### src/hw/bfle_defines.svh
// constants for the bit, flag and indirect load execution block
`ifndef BFLE_DEFINES_SVH
`define BFLE_DEFINES_SVH

// flag positions in the flag status word
`define BFLE_FLAG_C     3'd0
`define BFLE_FLAG_Z     3'd1
`define BFLE_FLAG_N     3'd2
`define BFLE_FLAG_V     3'd3
`define BFLE_FLAG_S     3'd4
`define BFLE_FLAG_H     3'd5
`define BFLE_FLAG_T     3'd6
`define BFLE_FLAG_I     3'd7

// cycle counts
`define BFLE_SINGLE_CYCLES 1
`define BFLE_LOAD_CYCLES   2

// reset values
`define BFLE_FLAGS_RESET 8'h00
`define BFLE_DATA_RESET  8'h00

`endif

### src/hw/bfle_pkg.sv
// types for the bit, flag and indirect load execution block
package bfle_pkg;

    typedef enum logic [3:0] {
        BFLE_OP_NONE       = 4'h0,
        BFLE_OP_ROR_CARRY  = 4'h1,
        BFLE_OP_SHIFT_SIGN = 4'h2,
        BFLE_OP_SWAP       = 4'h3,
        BFLE_OP_BIT_TO_T   = 4'h4,
        BFLE_OP_T_TO_BIT   = 4'h5,
        BFLE_OP_FLAG_SET   = 4'h6,
        BFLE_OP_FLAG_CLEAR = 4'h7,
        BFLE_OP_LOAD_PLAIN = 4'h8,
        BFLE_OP_LOAD_INC   = 4'h9,
        BFLE_OP_LOAD_DEC   = 4'ha,
        BFLE_OP_LOAD_DISP  = 4'hb
    } bfle_op_type;

    typedef enum logic [1:0] {
        BFLE_PTR_X = 2'h0,
        BFLE_PTR_Y = 2'h1,
        BFLE_PTR_Z = 2'h2
    } bfle_ptr_type;

    // gray coded: idle -> wait for memory -> idle
    typedef enum logic [1:0] {
        BFLE_ST_IDLE = 2'b00,
        BFLE_ST_LOAD = 2'b01
    } bfle_state_type;

endpackage : bfle_pkg

### src/hw/bfle_exec.sv
// execution of shifts, bit transfer, flag ops and indirect loads
//
// How it works
// [RULE1] rotate right via carry: old carry to bit 7, bit 0 to carry, 1 cycle
// [RULE2] copy bit to flag: selected source bit into T, nothing else, 1 cycle
// [RULE3] copy flag to bit: T into selected destination bit, flags kept, 1 cycle
// [RULE4] half carry set and clear force H only, 1 cycle each
// [RULE5] sign flag set and clear force S only, 1 cycle each
// [RULE6] overflow set and clear force V only, 1 cycle each
// [RULE7] post-increment load reads at pointer, then pointer plus one, 2 cycles
// [RULE8] pre-decrement load: pointer minus one, then reads there, 2 cycles
// [RULE9] offset load reads at Y or Z plus displacement, pointer kept, 2 cycles
// [RULE10] signed shift right keeps bit 7, bit 0 to carry, 1 cycle
// [RULE11] nibble swap exchanges halves, flags unchanged, 1 cycle
`timescale 1ns/1ps
`include "bfle_defines.svh"

module bfle_exec #(
    parameter int ADDR_WIDTH = 16,
    parameter int DISP_WIDTH = 6
) (
    input  wire logic                  i_core_clk,
    input  wire logic                  i_reset_n,
    input  wire logic                  i_op_valid,
    input  wire bfle_pkg::bfle_op_type i_op,
    input  wire logic [2:0]            i_bit_sel,
    input  wire bfle_pkg::bfle_ptr_type i_ptr_sel,
    input  wire logic [DISP_WIDTH-1:0] i_disp,
    input  wire logic [7:0]            i_operand,
    input  wire logic [ADDR_WIDTH-1:0] i_ptr_value,
    input  wire logic [7:0]            i_flags,
    input  wire logic [7:0]            i_mem_rdata,
    output logic                       o_busy,
    output logic                       o_done,
    output logic                       o_reg_we,
    output logic [7:0]                 o_reg_wdata,
    output logic                       o_flags_we,
    output logic [7:0]                 o_flags,
    output logic                       o_ptr_we,
    output bfle_pkg::bfle_ptr_type     o_ptr_sel,
    output logic [ADDR_WIDTH-1:0]      o_ptr_wdata,
    output logic                       o_mem_re,
    output logic [ADDR_WIDTH-1:0]      o_mem_addr
);

    initial begin
        if (ADDR_WIDTH < 8 || ADDR_WIDTH > 16 || DISP_WIDTH < 1 ||
            DISP_WIDTH > ADDR_WIDTH) begin
            $error("bfle_exec: unsupported width parameters");
        end
    end

    ////////////////////////////////////////////////////////////////////////
    // combinational next values

    bfle_pkg::bfle_state_type state;
    bfle_pkg::bfle_state_type next_state;
    logic                     next_done;
    logic                     next_reg_we;
    logic [7:0]               next_reg_wdata;
    logic                     next_flags_we;
    logic [7:0]               next_flags;
    logic                     next_ptr_we;
    bfle_pkg::bfle_ptr_type   next_ptr_sel;
    logic [ADDR_WIDTH-1:0]    next_ptr_wdata;
    logic                     next_mem_re;
    logic [ADDR_WIDTH-1:0]    next_mem_addr;
    logic                     load_start;

    assign load_start = i_op_valid && state == bfle_pkg::BFLE_ST_IDLE &&
                        (i_op == bfle_pkg::BFLE_OP_LOAD_PLAIN ||
                         i_op == bfle_pkg::BFLE_OP_LOAD_INC ||
                         i_op == bfle_pkg::BFLE_OP_LOAD_DEC ||
                         i_op == bfle_pkg::BFLE_OP_LOAD_DISP);

    always_comb begin
        logic [7:0] res;
        logic [7:0] fl;
        res            = i_operand;
        fl             = i_flags;
        next_state     = state;
        next_done      = 1'b0;
        next_reg_we    = 1'b0;
        next_reg_wdata = o_reg_wdata;
        next_flags_we  = 1'b0;
        next_flags     = o_flags;
        next_ptr_we    = 1'b0;
        next_ptr_sel   = o_ptr_sel;
        next_ptr_wdata = o_ptr_wdata;
        next_mem_re    = 1'b0;
        next_mem_addr  = o_mem_addr;
        case (state)
            bfle_pkg::BFLE_ST_IDLE: begin
                if (i_op_valid) begin
                    case (i_op)
                        bfle_pkg::BFLE_OP_ROR_CARRY: begin
                            res = {i_flags[`BFLE_FLAG_C], i_operand[7:1]}; // see [RULE1]
                            fl[`BFLE_FLAG_C] = i_operand[0];
                        end
                        bfle_pkg::BFLE_OP_SHIFT_SIGN: begin
                            res = {i_operand[7], i_operand[7:1]}; // see [RULE10]
                            fl[`BFLE_FLAG_C] = i_operand[0];
                        end
                        bfle_pkg::BFLE_OP_SWAP: begin
                            res = {i_operand[3:0], i_operand[7:4]}; // see [RULE11]
                        end
                        bfle_pkg::BFLE_OP_BIT_TO_T: begin
                            fl[`BFLE_FLAG_T] = i_operand[i_bit_sel]; // see [RULE2]
                        end
                        bfle_pkg::BFLE_OP_T_TO_BIT: begin
                            res[i_bit_sel] = i_flags[`BFLE_FLAG_T]; // see [RULE3]
                        end
                        bfle_pkg::BFLE_OP_FLAG_SET: begin
                            fl[i_bit_sel] = 1'b1; // see [RULE4] [RULE5] [RULE6]
                        end
                        bfle_pkg::BFLE_OP_FLAG_CLEAR: begin
                            fl[i_bit_sel] = 1'b0; // see [RULE4] [RULE5] [RULE6]
                        end
                        default: begin
                        end
                    endcase
                    // shifts derive z, n, v and s from the result
                    if (i_op == bfle_pkg::BFLE_OP_ROR_CARRY ||
                        i_op == bfle_pkg::BFLE_OP_SHIFT_SIGN) begin
                        fl[`BFLE_FLAG_Z] = (res == 8'h00); // see [RULE1] [RULE10]
                        fl[`BFLE_FLAG_N] = res[7];
                        fl[`BFLE_FLAG_V] = res[7] ^ fl[`BFLE_FLAG_C];
                        fl[`BFLE_FLAG_S] = res[7] ^ fl[`BFLE_FLAG_V];
                    end
                    if (load_start) begin
                        next_state   = bfle_pkg::BFLE_ST_LOAD;
                        next_mem_re  = 1'b1;
                        next_ptr_sel = i_ptr_sel;
                        case (i_op)
                            bfle_pkg::BFLE_OP_LOAD_INC: begin
                                next_mem_addr  = i_ptr_value; // see [RULE7]
                                next_ptr_wdata = i_ptr_value +
                                                 ADDR_WIDTH'(1);
                                next_ptr_we    = 1'b1;
                            end
                            bfle_pkg::BFLE_OP_LOAD_DEC: begin
                                next_mem_addr  = i_ptr_value -
                                                 ADDR_WIDTH'(1); // see [RULE8]
                                next_ptr_wdata = next_mem_addr;
                                next_ptr_we    = 1'b1;
                            end
                            bfle_pkg::BFLE_OP_LOAD_DISP: begin
                                next_mem_addr = i_ptr_value + // see [RULE9]
                                    ADDR_WIDTH'(i_disp);
                            end
                            default: begin
                                next_mem_addr = i_ptr_value;
                            end
                        endcase
                    end else begin
                        next_done      = 1'b1;
                        next_reg_we    = (res != i_operand) ||
                            i_op == bfle_pkg::BFLE_OP_ROR_CARRY ||
                            i_op == bfle_pkg::BFLE_OP_SHIFT_SIGN ||
                            i_op == bfle_pkg::BFLE_OP_SWAP ||
                            i_op == bfle_pkg::BFLE_OP_T_TO_BIT;
                        next_reg_wdata = res;
                        next_flags_we  = i_op != bfle_pkg::BFLE_OP_SWAP &&
                            i_op != bfle_pkg::BFLE_OP_T_TO_BIT &&
                            i_op != bfle_pkg::BFLE_OP_NONE;
                        next_flags     = fl;
                    end
                end
            end
            bfle_pkg::BFLE_ST_LOAD: begin
                // second cycle: memory data lands, no flags touched
                next_state     = bfle_pkg::BFLE_ST_IDLE;
                next_done      = 1'b1;
                next_reg_we    = 1'b1; // see [RULE7] [RULE8] [RULE9]
                next_reg_wdata = i_mem_rdata;
            end
            default: begin
                next_state = bfle_pkg::BFLE_ST_IDLE;
            end
        endcase
    end

    ////////////////////////////////////////////////////////////////////////
    // registers

    always_ff @(posedge i_core_clk or negedge i_reset_n) begin
        if (!i_reset_n) begin
            state       <= bfle_pkg::BFLE_ST_IDLE;
            o_done      <= 1'b0;
            o_reg_we    <= 1'b0;
            o_reg_wdata <= `BFLE_DATA_RESET;
            o_flags_we  <= 1'b0;
            o_flags     <= `BFLE_FLAGS_RESET;
            o_ptr_we    <= 1'b0;
            o_ptr_sel   <= bfle_pkg::BFLE_PTR_X;
            o_ptr_wdata <= '0;
            o_mem_re    <= 1'b0;
            o_mem_addr  <= '0;
        end else begin
            state       <= next_state;
            o_done      <= next_done;
            o_reg_we    <= next_reg_we;
            o_reg_wdata <= next_reg_wdata;
            o_flags_we  <= next_flags_we;
            o_flags     <= next_flags;
            o_ptr_we    <= next_ptr_we;
            o_ptr_sel   <= next_ptr_sel;
            o_ptr_wdata <= next_ptr_wdata;
            o_mem_re    <= next_mem_re;
            o_mem_addr  <= next_mem_addr;
        end
    end

    assign o_busy = (state != bfle_pkg::BFLE_ST_IDLE);

endmodule : bfle_exec

### config.mk
export PLATFORM = sky130hd
export DESIGN_NAME = bfle_exec
export DESIGN_NICKNAME = d
export VERILOG_FILES = /design/src/hw/bfle_pkg.sv /design/src/hw/bfle_exec.sv
export VERILOG_INCLUDE_DIRS = /design/src /design/src/hw
export SDC_FILE = /design/constraint.sdc
export NUM_CORES = 1
export LEC_CHECK = 0
export ABC_AREA = 1
export BUFFER_PORTS_ARGS = -buffer_cell sky130_fd_sc_hd__buf_2
export CORE_MARGIN = 10
export CORE_UTILIZATION = 40
export CTS_CLUSTER_DIAMETER = 200
export DETAILED_ROUTE_END_ITERATION = 12
export GPL_TIMING_DRIVEN = 0
export PLACE_DENSITY_LB_ADDON = 0.25
export SKIP_LAST_GASP = 1
export SLEW_MARGIN = 10
export SYNTH_ARGS = -nofsm -noshare
export SYNTH_HDL_FRONTEND = slang
export SYNTH_SLANG_ARGS = --single-unit
export TNS_END_PERCENT = 1
### constraint.sdc
create_clock -name i_core_clk -period 1.7 [get_ports i_core_clk]
set_input_delay 0.34 -clock i_core_clk [delete_from_list [all_inputs] [get_ports i_core_clk]]
set_output_delay 0.34 -clock i_core_clk [all_outputs]
set_load 0.1 [all_outputs]
# Word-level counts from Yosys, hierarchy flattened
# Cells that the tools add are included.
[op_classes]
n_addsub = 3
order_cmp = 2
eq_ne = 18
n_mux = 39
bitwise_logic = 6
n_reduce_logical = 26
[ops]
columns = ["op", "count"]
rows = [
  ["16-bit case mux with 2 select lines", 2],
  ["8-bit two-way mux", 4],
  ["8-bit case mux with 4 select lines", 1],
  ["1-bit two-way mux", 18],
  ["16-bit by 1-bit adder with 16-bit output (second input constant)", 1],
  ["16-bit by 6-bit adder with 16-bit output", 1],
  ["4-bit by 3-bit == test with 1-bit output (second input constant)", 4],
  ["4-bit == test (second input constant)", 4],
  ["8-bit case mux with 2 select lines", 1],
  ["16-bit by 1-bit subtractor with 16-bit output (second input constant)", 1],
  ["5-bit case mux with 2 select lines", 1],
  ["3-bit AND reduction", 3],
  ["8-bit AND", 1],
  ["8-bit bitwise mux", 1],
  ["4-bit by 2-bit == test with 1-bit output (second input constant)", 2],
  ["8-bit logical NOT", 1],
  ["1-bit logical OR", 8],
  ["8-bit != test", 1],
  ["8-bit NOT", 1],
  ["8-bit OR", 1],
  ["2-bit two-way mux", 3],
  ["2-bit != test (second input constant)", 3],
  ["1-bit case mux with 2 select lines", 3],
  ["1-bit case mux with 3 select lines", 2],
  ["18 further kinds", 26],
]
[word_totals]
reg_bits = 57
inputBits = 58
output_inout_bits = 56
wordCells = 105

# Longest topological paths before layout
# Gate-level depths: netlist of run 1.
[logic_depth]
word_depth = 16
mapped_depth = 12

# Worst setup path before layout of run 1
# Ideal clock, no wire load.
[synth_path]
path_type = "register to register"
start = "register state[0]"
end = "register o_mem_addr[8]"
t_arrival_ns = 1.740
slack_ns = -0.169
stages_incl_launch_ff = 6
n_path_buf = 1
path_cell_list = "dfrtp_1 nor3_4 inv_2 buf_2 a211oi_1 a21oi_1"
[synth_between]
elab_chain_len = 4
[synth_lines]
columns = ["element", "line_no", "rtl"]
rows = [
  ["from (decl)", "bfle_exec.sv:56", "bfle_pkg::bfle_state_type state;"],
  ["from (signal assigned)", "bfle_exec.sv:188", "state <= bfle_pkg::BFLE_ST_IDLE;"],
  ["from (signal assigned)", "bfle_exec.sv:200", "state <= next_state;"],
  ["2-bit logical NOT (*)", "bfle_exec.sv:70, bfle_exec.sv:92", ""],
  ["1-bit logical AND (2 in series)", "bfle_exec.sv:70", "assign load_start = i_op_valid && state == bfle_pkg::BFLE_ST_IDLE &&"],
  ["3-bit AND reduction (no line) (*)", "n/a", ""],
  ["to (signal assigned)", "bfle_exec.sv:210", "o_mem_addr <= next_mem_addr;"],
  ["to (decl)", "bfle_exec.sv:43", "output logic [ADDR_WIDTH-1:0] o_mem_addr"],
]
# Mark *: on every way between the ends. The rest lies on a longest branch, timed or not.
# A chain may end at the register's enable or synchronous reset.

# Final worst setup path of run 1
[layout_path]
start = "input port i_ptr_value[4]"
end = "register o_mem_addr[15]"
[layout_between]
elab_chain_len = 2
word_cells_on_any_way = 3
classes_between = "add/sub (2); mux (1)"
[layout_lines]
columns = ["element", "line_no", "rtl"]
rows = [
  ["from (decl)", "bfle_exec.sv:30", "input wire logic [ADDR_WIDTH-1:0] i_ptr_value,"],
  ["16-bit by 6-bit adder with 16-bit output or 16-bit by 1-bit subtractor with 16-bit output (tied branches)", "bfle_exec.sv:148, bfle_exec.sv:142", ""],
  ["16-bit case mux with 2 select lines (*)", "bfle_exec.sv:134", "case (i_op)"],
]
# Marked as above.

==> results of run 1 <==
worst paths after layout:
kind / start / end / cells after the start
min in group i_core_clk: i_ptr_sel[0] / o_ptr_sel[0] / 3
setup reg to reg: state[0] / o_ptr_wdata[11] / 6
max in group asynchronous: i_reset_n / state[0] / 1
setup / recovery: i_ptr_value[4] / o_mem_addr[15] / 11
hold / removal: i_reset_n / o_mem_addr[1] / 1
hold reg to reg: o_ptr_sel[0] / o_ptr_sel[0] / 2
layout make-up:
class	count	area, um^2	share of cell area
Timing Repair Buffer	110	556	0.109
Clock buffer	5	68.8	0.0135
Buffer	21	123	0.0240
Sequential cell	56	1400	0.274
Tap cell	136	170	0.0333
Inverter	74	278	0.0543
Clock inverter	2	12.5	0.00245
Multi-Input combinational cell	501	2500	0.489
what timing repair did:
| action | CTS | global route |
|---|---|---|
| endpoints found under the setup margin | 14 | 28 |
| gates cloned | 0 | 0 |
| setup buffers | 1 | 0 |
| pin swaps | 2 | 0 |
| gates resized for setup | 0 | 1 |
cells in the mapped netlist (all sizes together) (2+ instances only):
| master | n | area share |
|---|---|---|
| buf | 15 | 0.023 |
| clkbuf | 6 | 0.0056 |
| ha | 8 | 0.023 |
| a41oi | 3 | 0.0079 |
| inv | 74 | 0.065 |
| a21oi | 43 | 0.052 |
| o211ai | 11 | 0.019 |
| xor2 | 2 | 0.0041 |
| nand2 | 168 | 0.16 |
| nand4 | 10 | 0.015 |
| nor3 | 9 | 0.014 |
| o22ai | 2 | 0.0029 |
| a211oi | 3 | 0.0053 |
| dfrtp | 56 | 0.33 |
| a221oi | 2 | 0.0041 |
| a31oi | 13 | 0.019 |
| o21ai | 43 | 0.050 |
| nand3 | 62 | 0.075 |
| nor2 | 112 | 0.11 |
sequential cells by signal (all words and copies together), names as in the netlist, 2 cells and up:
register     cells
o_mem_addr      16
o_reg_wdata      8
o_ptr_wdata     16
o_flags          8
o_ptr_sel        2
critical path: cells and delay by family:
kind / cells / cell delay (ns)
AND/OR/NAND/NOR: 4 / 0.48
buffers and inverters: 3 / 0.36
AO/OA/AOI/OAI: 3 / 0.38
adder cells (fa/ha/maj): 1 / 0.37
metal layers:
metal	global-route usage	vias to the layer above	routed length, um
met5	0	-	0
met4	0.0488	0	210
met3	0.0428	16	1100
met2	0.343	148	7370
met1	0.221	2161	6060
li1	-	2381	-
cells by family (layout without fill, tap and decap cells):
logic type / after synthesis / count (layout) / share of synthesized area
simple gates: 363 / 363 / 0.373
compound gates: 126 / 126 / 0.172
flops: 56 / 56 / 0.327
xor+xnor: 3 / 3 / 0.00614
fa+ha+maj: 9 / 9 / 0.0281
buf+inv: 95 / 212 / 0.0936
where the power goes:
group          internal (uW)  switching (uW)  leakage [uW]
combinational            498            2570       0.00187
clock                    281             467     0.0000400
sequential              1580             137      0.000660
stage by stage:
stage,utilization,instance area [um^2],cells
3_5_place_dp,0.484,5010,897
5_1_grt,0.493,5110,905
4_1_cts,0.492,5100,905
3_3_place_gp,0.484,5010,897
2_1_floorplan,-,4300,652
6_report,0.493,5110,905
==> flow_summary.ini, run 1 <==
[outcome]
status = finished, violations left
violations = setup timing

[drt]
drtIter0Drc = 331
first_pass_iters = 5
drtAntennaViolNets = 0
wl_per_cell_um = 16.3
vias = 4706
drc = 0
viasPerCell = 5.20
finalWirelength_mm = 14.7

[layout]
final_cell_mix = 161 x nand2_1, 118 x buf_2, 105 x nor2_1
final_common_cell = nand2_1
filler_cell_count = 1109
syn_to_final_growth_pct = 19.4
nets = 836
drive_gt1_frac = 0.222
diodes = 0

[worst_setup_path]
cp_data_arrival_time_ns = 1.93
slowest_stage = ha_1
max_stage_delay_ns = 0.37
startpoint_type = input pin
r2r_slack_ns = 0.02
critPathMaxFanout = 7
crit_chain = buf_2 > ha_1 > inv_1 > o21ai_0 > a21boi_0 > nand2_1 > nand2_1 > inv_1 > nand3_1 > nand3_1 > a21oi_2
path_class = input pin to flip-flop
endpoint_kind = flip-flop
cp.required_ns = 1.93

[grt]
track_usage = 0.190
grt_overflow = 0
grt_max_degree = 57
antenna_found_initial = 0
grt_pass1_vias = 4658
grt_pass1_wl_mm = 23.3

[sta]
hold_slack_ns = 0.0532
fin_crit_sh = 1.00
setup-violations-final = 1
setup_tns_ns = -0.00708
tightest_slew_ns = 0.721
layout_min_cycle_time_ns = 1.71
maxSlewViolCount = 0
slew_headroom = 0.519
rsz0062_at_grt = yes
fin_worst_skew_ns = 0.00863
hold_viol = 0
setup_slack_ns = -0.00708
max_clock_freq_mhz = 586

[synth]
synth_cells = 652
ys_ff_latch = 56
synthesis.nets = 719
synth_cell_types = 44
synth_edf_count = 0
syn_avg_cell_area_um2 = 6.56
synth_flop_cell = dfrtp_1
synth_warnings = 0
async_reset_ff_frac = 1.00
ys_seq_area_frac = 0.327
synth_area_um2 = 4280

[floorplan]
io_pins = 114
start_util = 0.413
die_y_um = 123
core_area_um2 = 10400
die_w_um = 123
rows = 37
die-area_um2 = 15200

[clock_network]
worstSkewPairLatency_ns = 0.32
tritoncts = yes
clockBufferDepth = 2
ctsHoldBuffers = 0
clock-sinks = 56
cts-root-buf = clkbuf_8
h-tree-depth = 2
clk_pin_slew_ns = 0.11
cts_made_buffers = 5

[placement]
place_ws_ns = -0.367
hpwl_mm = 11.7
place.gp.congestion = 0.910
portBuffers = 109

[pwr]
p_leak_uw = 0.00257
ir_worst_vdd_mv = 0.629
p_per_area_nw_per_um2 = 1080
total_power_uw = 5530

[flow_run]
maxCapViolCount = 0

[hold_path]
worstHoldPathType = input pin to asynchronous set/reset pin
Power figures use the tool's default switching activity.
==> run 2, diff against run 1 <==
--- a/config.mk
+++ b/config.mk
@@ -14,6 +14,7 @@
 export DETAILED_ROUTE_END_ITERATION = 12
 export GPL_TIMING_DRIVEN = 0
 export PLACE_DENSITY_LB_ADDON = 0.25
+export RECOVER_POWER = 50
 export SKIP_LAST_GASP = 1
 export SLEW_MARGIN = 10
 export SYNTH_ARGS = -nofsm -noshare
==> run 2 against run 1 <==
Net effect:
- the flow still finishes with violations (setup timing)
- flip-flop and latch count stayed put
- cell count unchanged
- sequential power about the same
- combinational power barely moved
- first-iteration DRC count decreased by 2.1%
- count of clock-buffer cells in the layout unchanged
- register-to-register slack worse by 0.05 ns
- non-clock buffer count stayed put
- design area shrank 0.22%
- maximum frequency fell by 1.4%
- sequential share of layout area about the same
- routed wire length increased by 0.27%
- critical path type is now flip-flop to flip-flop
- critical endpoint is now o_mem_addr[8]
==> flow_summary.ini, run 2 (synthesis results as in run 1) <==
[outcome]
status = finished, violations left
violations = setup timing

[drt]
wl_per_cell_um = 16.3
finalWirelength_mm = 14.8
vias = 4759
drc = 0
viasPerCell = 5.26
drtAntennaViolNets = 0
first_pass_iters = 5
drtIter0Drc = 324

[layout]
largestRegisters = o_mem_addr (16), o_ptr_wdata (16)
drive_gt1_frac = 0.221
diodes = 0
fin_util = 0.492
nets = 836
final_cells = 905
final_common_cell = nand2_1
syn_to_final_growth_pct = 19.2
final_cell_mix = 161 x nand2_1, 110 x buf_2, 105 x nor2_1

[clock_network]
clock-sinks = 56
h-tree-depth = 2
cts-root-buf = clkbuf_8
tritoncts = yes
worstSkewPairLatency_ns = 0.32
clockBufferDepth = 2
ctsHoldBuffers = 0
clk_pin_slew_ns = 0.10
cts_made_buffers = 5

[sta]
fin_worst_skew_ns = 0.00452
setup_slack_ns = -0.0321
setup-violations-final = 4
layout_min_cycle_time_ns = 1.73
rsz0062_at_grt = yes
fin_crit_sh = 1.02
maxSlewViolCount = 0
slew_headroom = 0.0648
max_clock_freq_mhz = 577
setup_tns_ns = -0.0737
hold_viol = 0
hold_slack_ns = 0.222
tightest_slew_ns = 1.40

[pwr]
p_per_area_nw_per_um2 = 1080
p_leak_uw = 0.00257
ir_worst_vdd_mv = 0.626

[worst_setup_path]
slowest_stage = nor3_4
endpoint_kind = flip-flop
max_stage_delay_ns = 0.48
crit_chain = nor3_4 > inv_2 > buf_2 > a211oi_1 > a21oi_1
cp_top_family = simple AND/OR/NAND/NOR gates
path_class = flip-flop to flip-flop
cp.required_ns = 1.90
cp_data_arrival_time_ns = 1.94
critPathMaxFanout = 10
critPathBufInv = 2
startpoint_type = flip-flop

[grt]
grt_pass1_vias = 4658
track_usage = 0.190
grt_overflow = 0
grt_pass1_wl_mm = 23.3
antenna_found_initial = 0
grt_max_degree = 57

[floorplan]
die_y_um = 123
start_util = 0.413
core_area_um2 = 10400
die_w_um = 123
io_pins = 114
die-area_um2 = 15200
rows = 37

[placement]
place_ws_ns = -0.367
dp.cells = 897
portBuffers = 109
hpwl_mm = 11.7
place.gp.congestion = 0.910

[flow_run]
maxCapViolCount = 0

[hold_path]
worstHoldPathType = input pin to flip-flop
## run 2: cell count changes in the layout (fill, tap and decap cells not counted)
cell      previous run  this run
nand3_4              1         0
nand3_2              2         3
clkbuf_2             1        10
buf_4                4         3
buf_2              118       110
dfrtp_1             55        56
dfrtp_2              1         0
## run 2: layer usage
metal,part of all wire,wire (um),track usage
met1,0.40,5960,0.221
met2,0.50,7410,0.343
met3,0.083,1230,0.0428
met4,0.013,189,0.0488
met5,0,0,0
## run 2: worst paths after layout
check	from	endpoint	slack (ns)	cells past startpoint
max	state[0]	o_mem_addr[8]	-0.03	5
min	i_ptr_sel[0]	o_ptr_sel[0]	0.22	3
max reg2reg	state[0]	o_mem_addr[8]	-0.03	5
min reg2reg	o_ptr_sel[0]	o_ptr_sel[0]	0.50	2
max in group asynchronous	i_reset_n	o_flags[4]	0.52	1
min in group asynchronous	i_reset_n	o_mem_addr[1]	0.33	1
## run 2: worst min-delay path, cell delays in order
cell	delay [ns]
buf_2	0.08
nand2_1	0.04
nand2_1	0.05
## run 2: cell type report
cell class	instances	area (um^2)
Clock buffer	5	68.8
Inverter	74	278
Buffer	21	123
Timing Repair Buffer	110	553
Fill cell	1110	5270
Multi-Input combinational cell	501	2490
Clock inverter	2	12.5
Sequential cell	56	1400
Tap cell	136	170
## run 2: through the flow
step / total power, uW / instance area [um^2]
floorplan: 4190 / 4300
global placement: 4790 / 5010
detailed placement: 4810 / 5010
CTS: 5570 / 5100
global route: 5790 / 5100
finish: 5520 / 5100
## run 2: repair_timing
item / 4_1_cts / 5_1_grt
buffers inserted: 1 / 0
resized for setup: 0 / 1
endpoints found under the setup margin: 14 / 28
pin swaps: 2 / 0
## run 2: report_power, final
| part | leakage [uW] | switching, uW | internal (uW) |
|---|---|---|---|
| Sequential | 0.000662 | 138 | 1580 |
| Clock | 0.0000400 | 463 | 281 |
| Combinational | 0.00187 | 2570 | 495 |
| Total | 0.00257 | 3170 | 2360 |
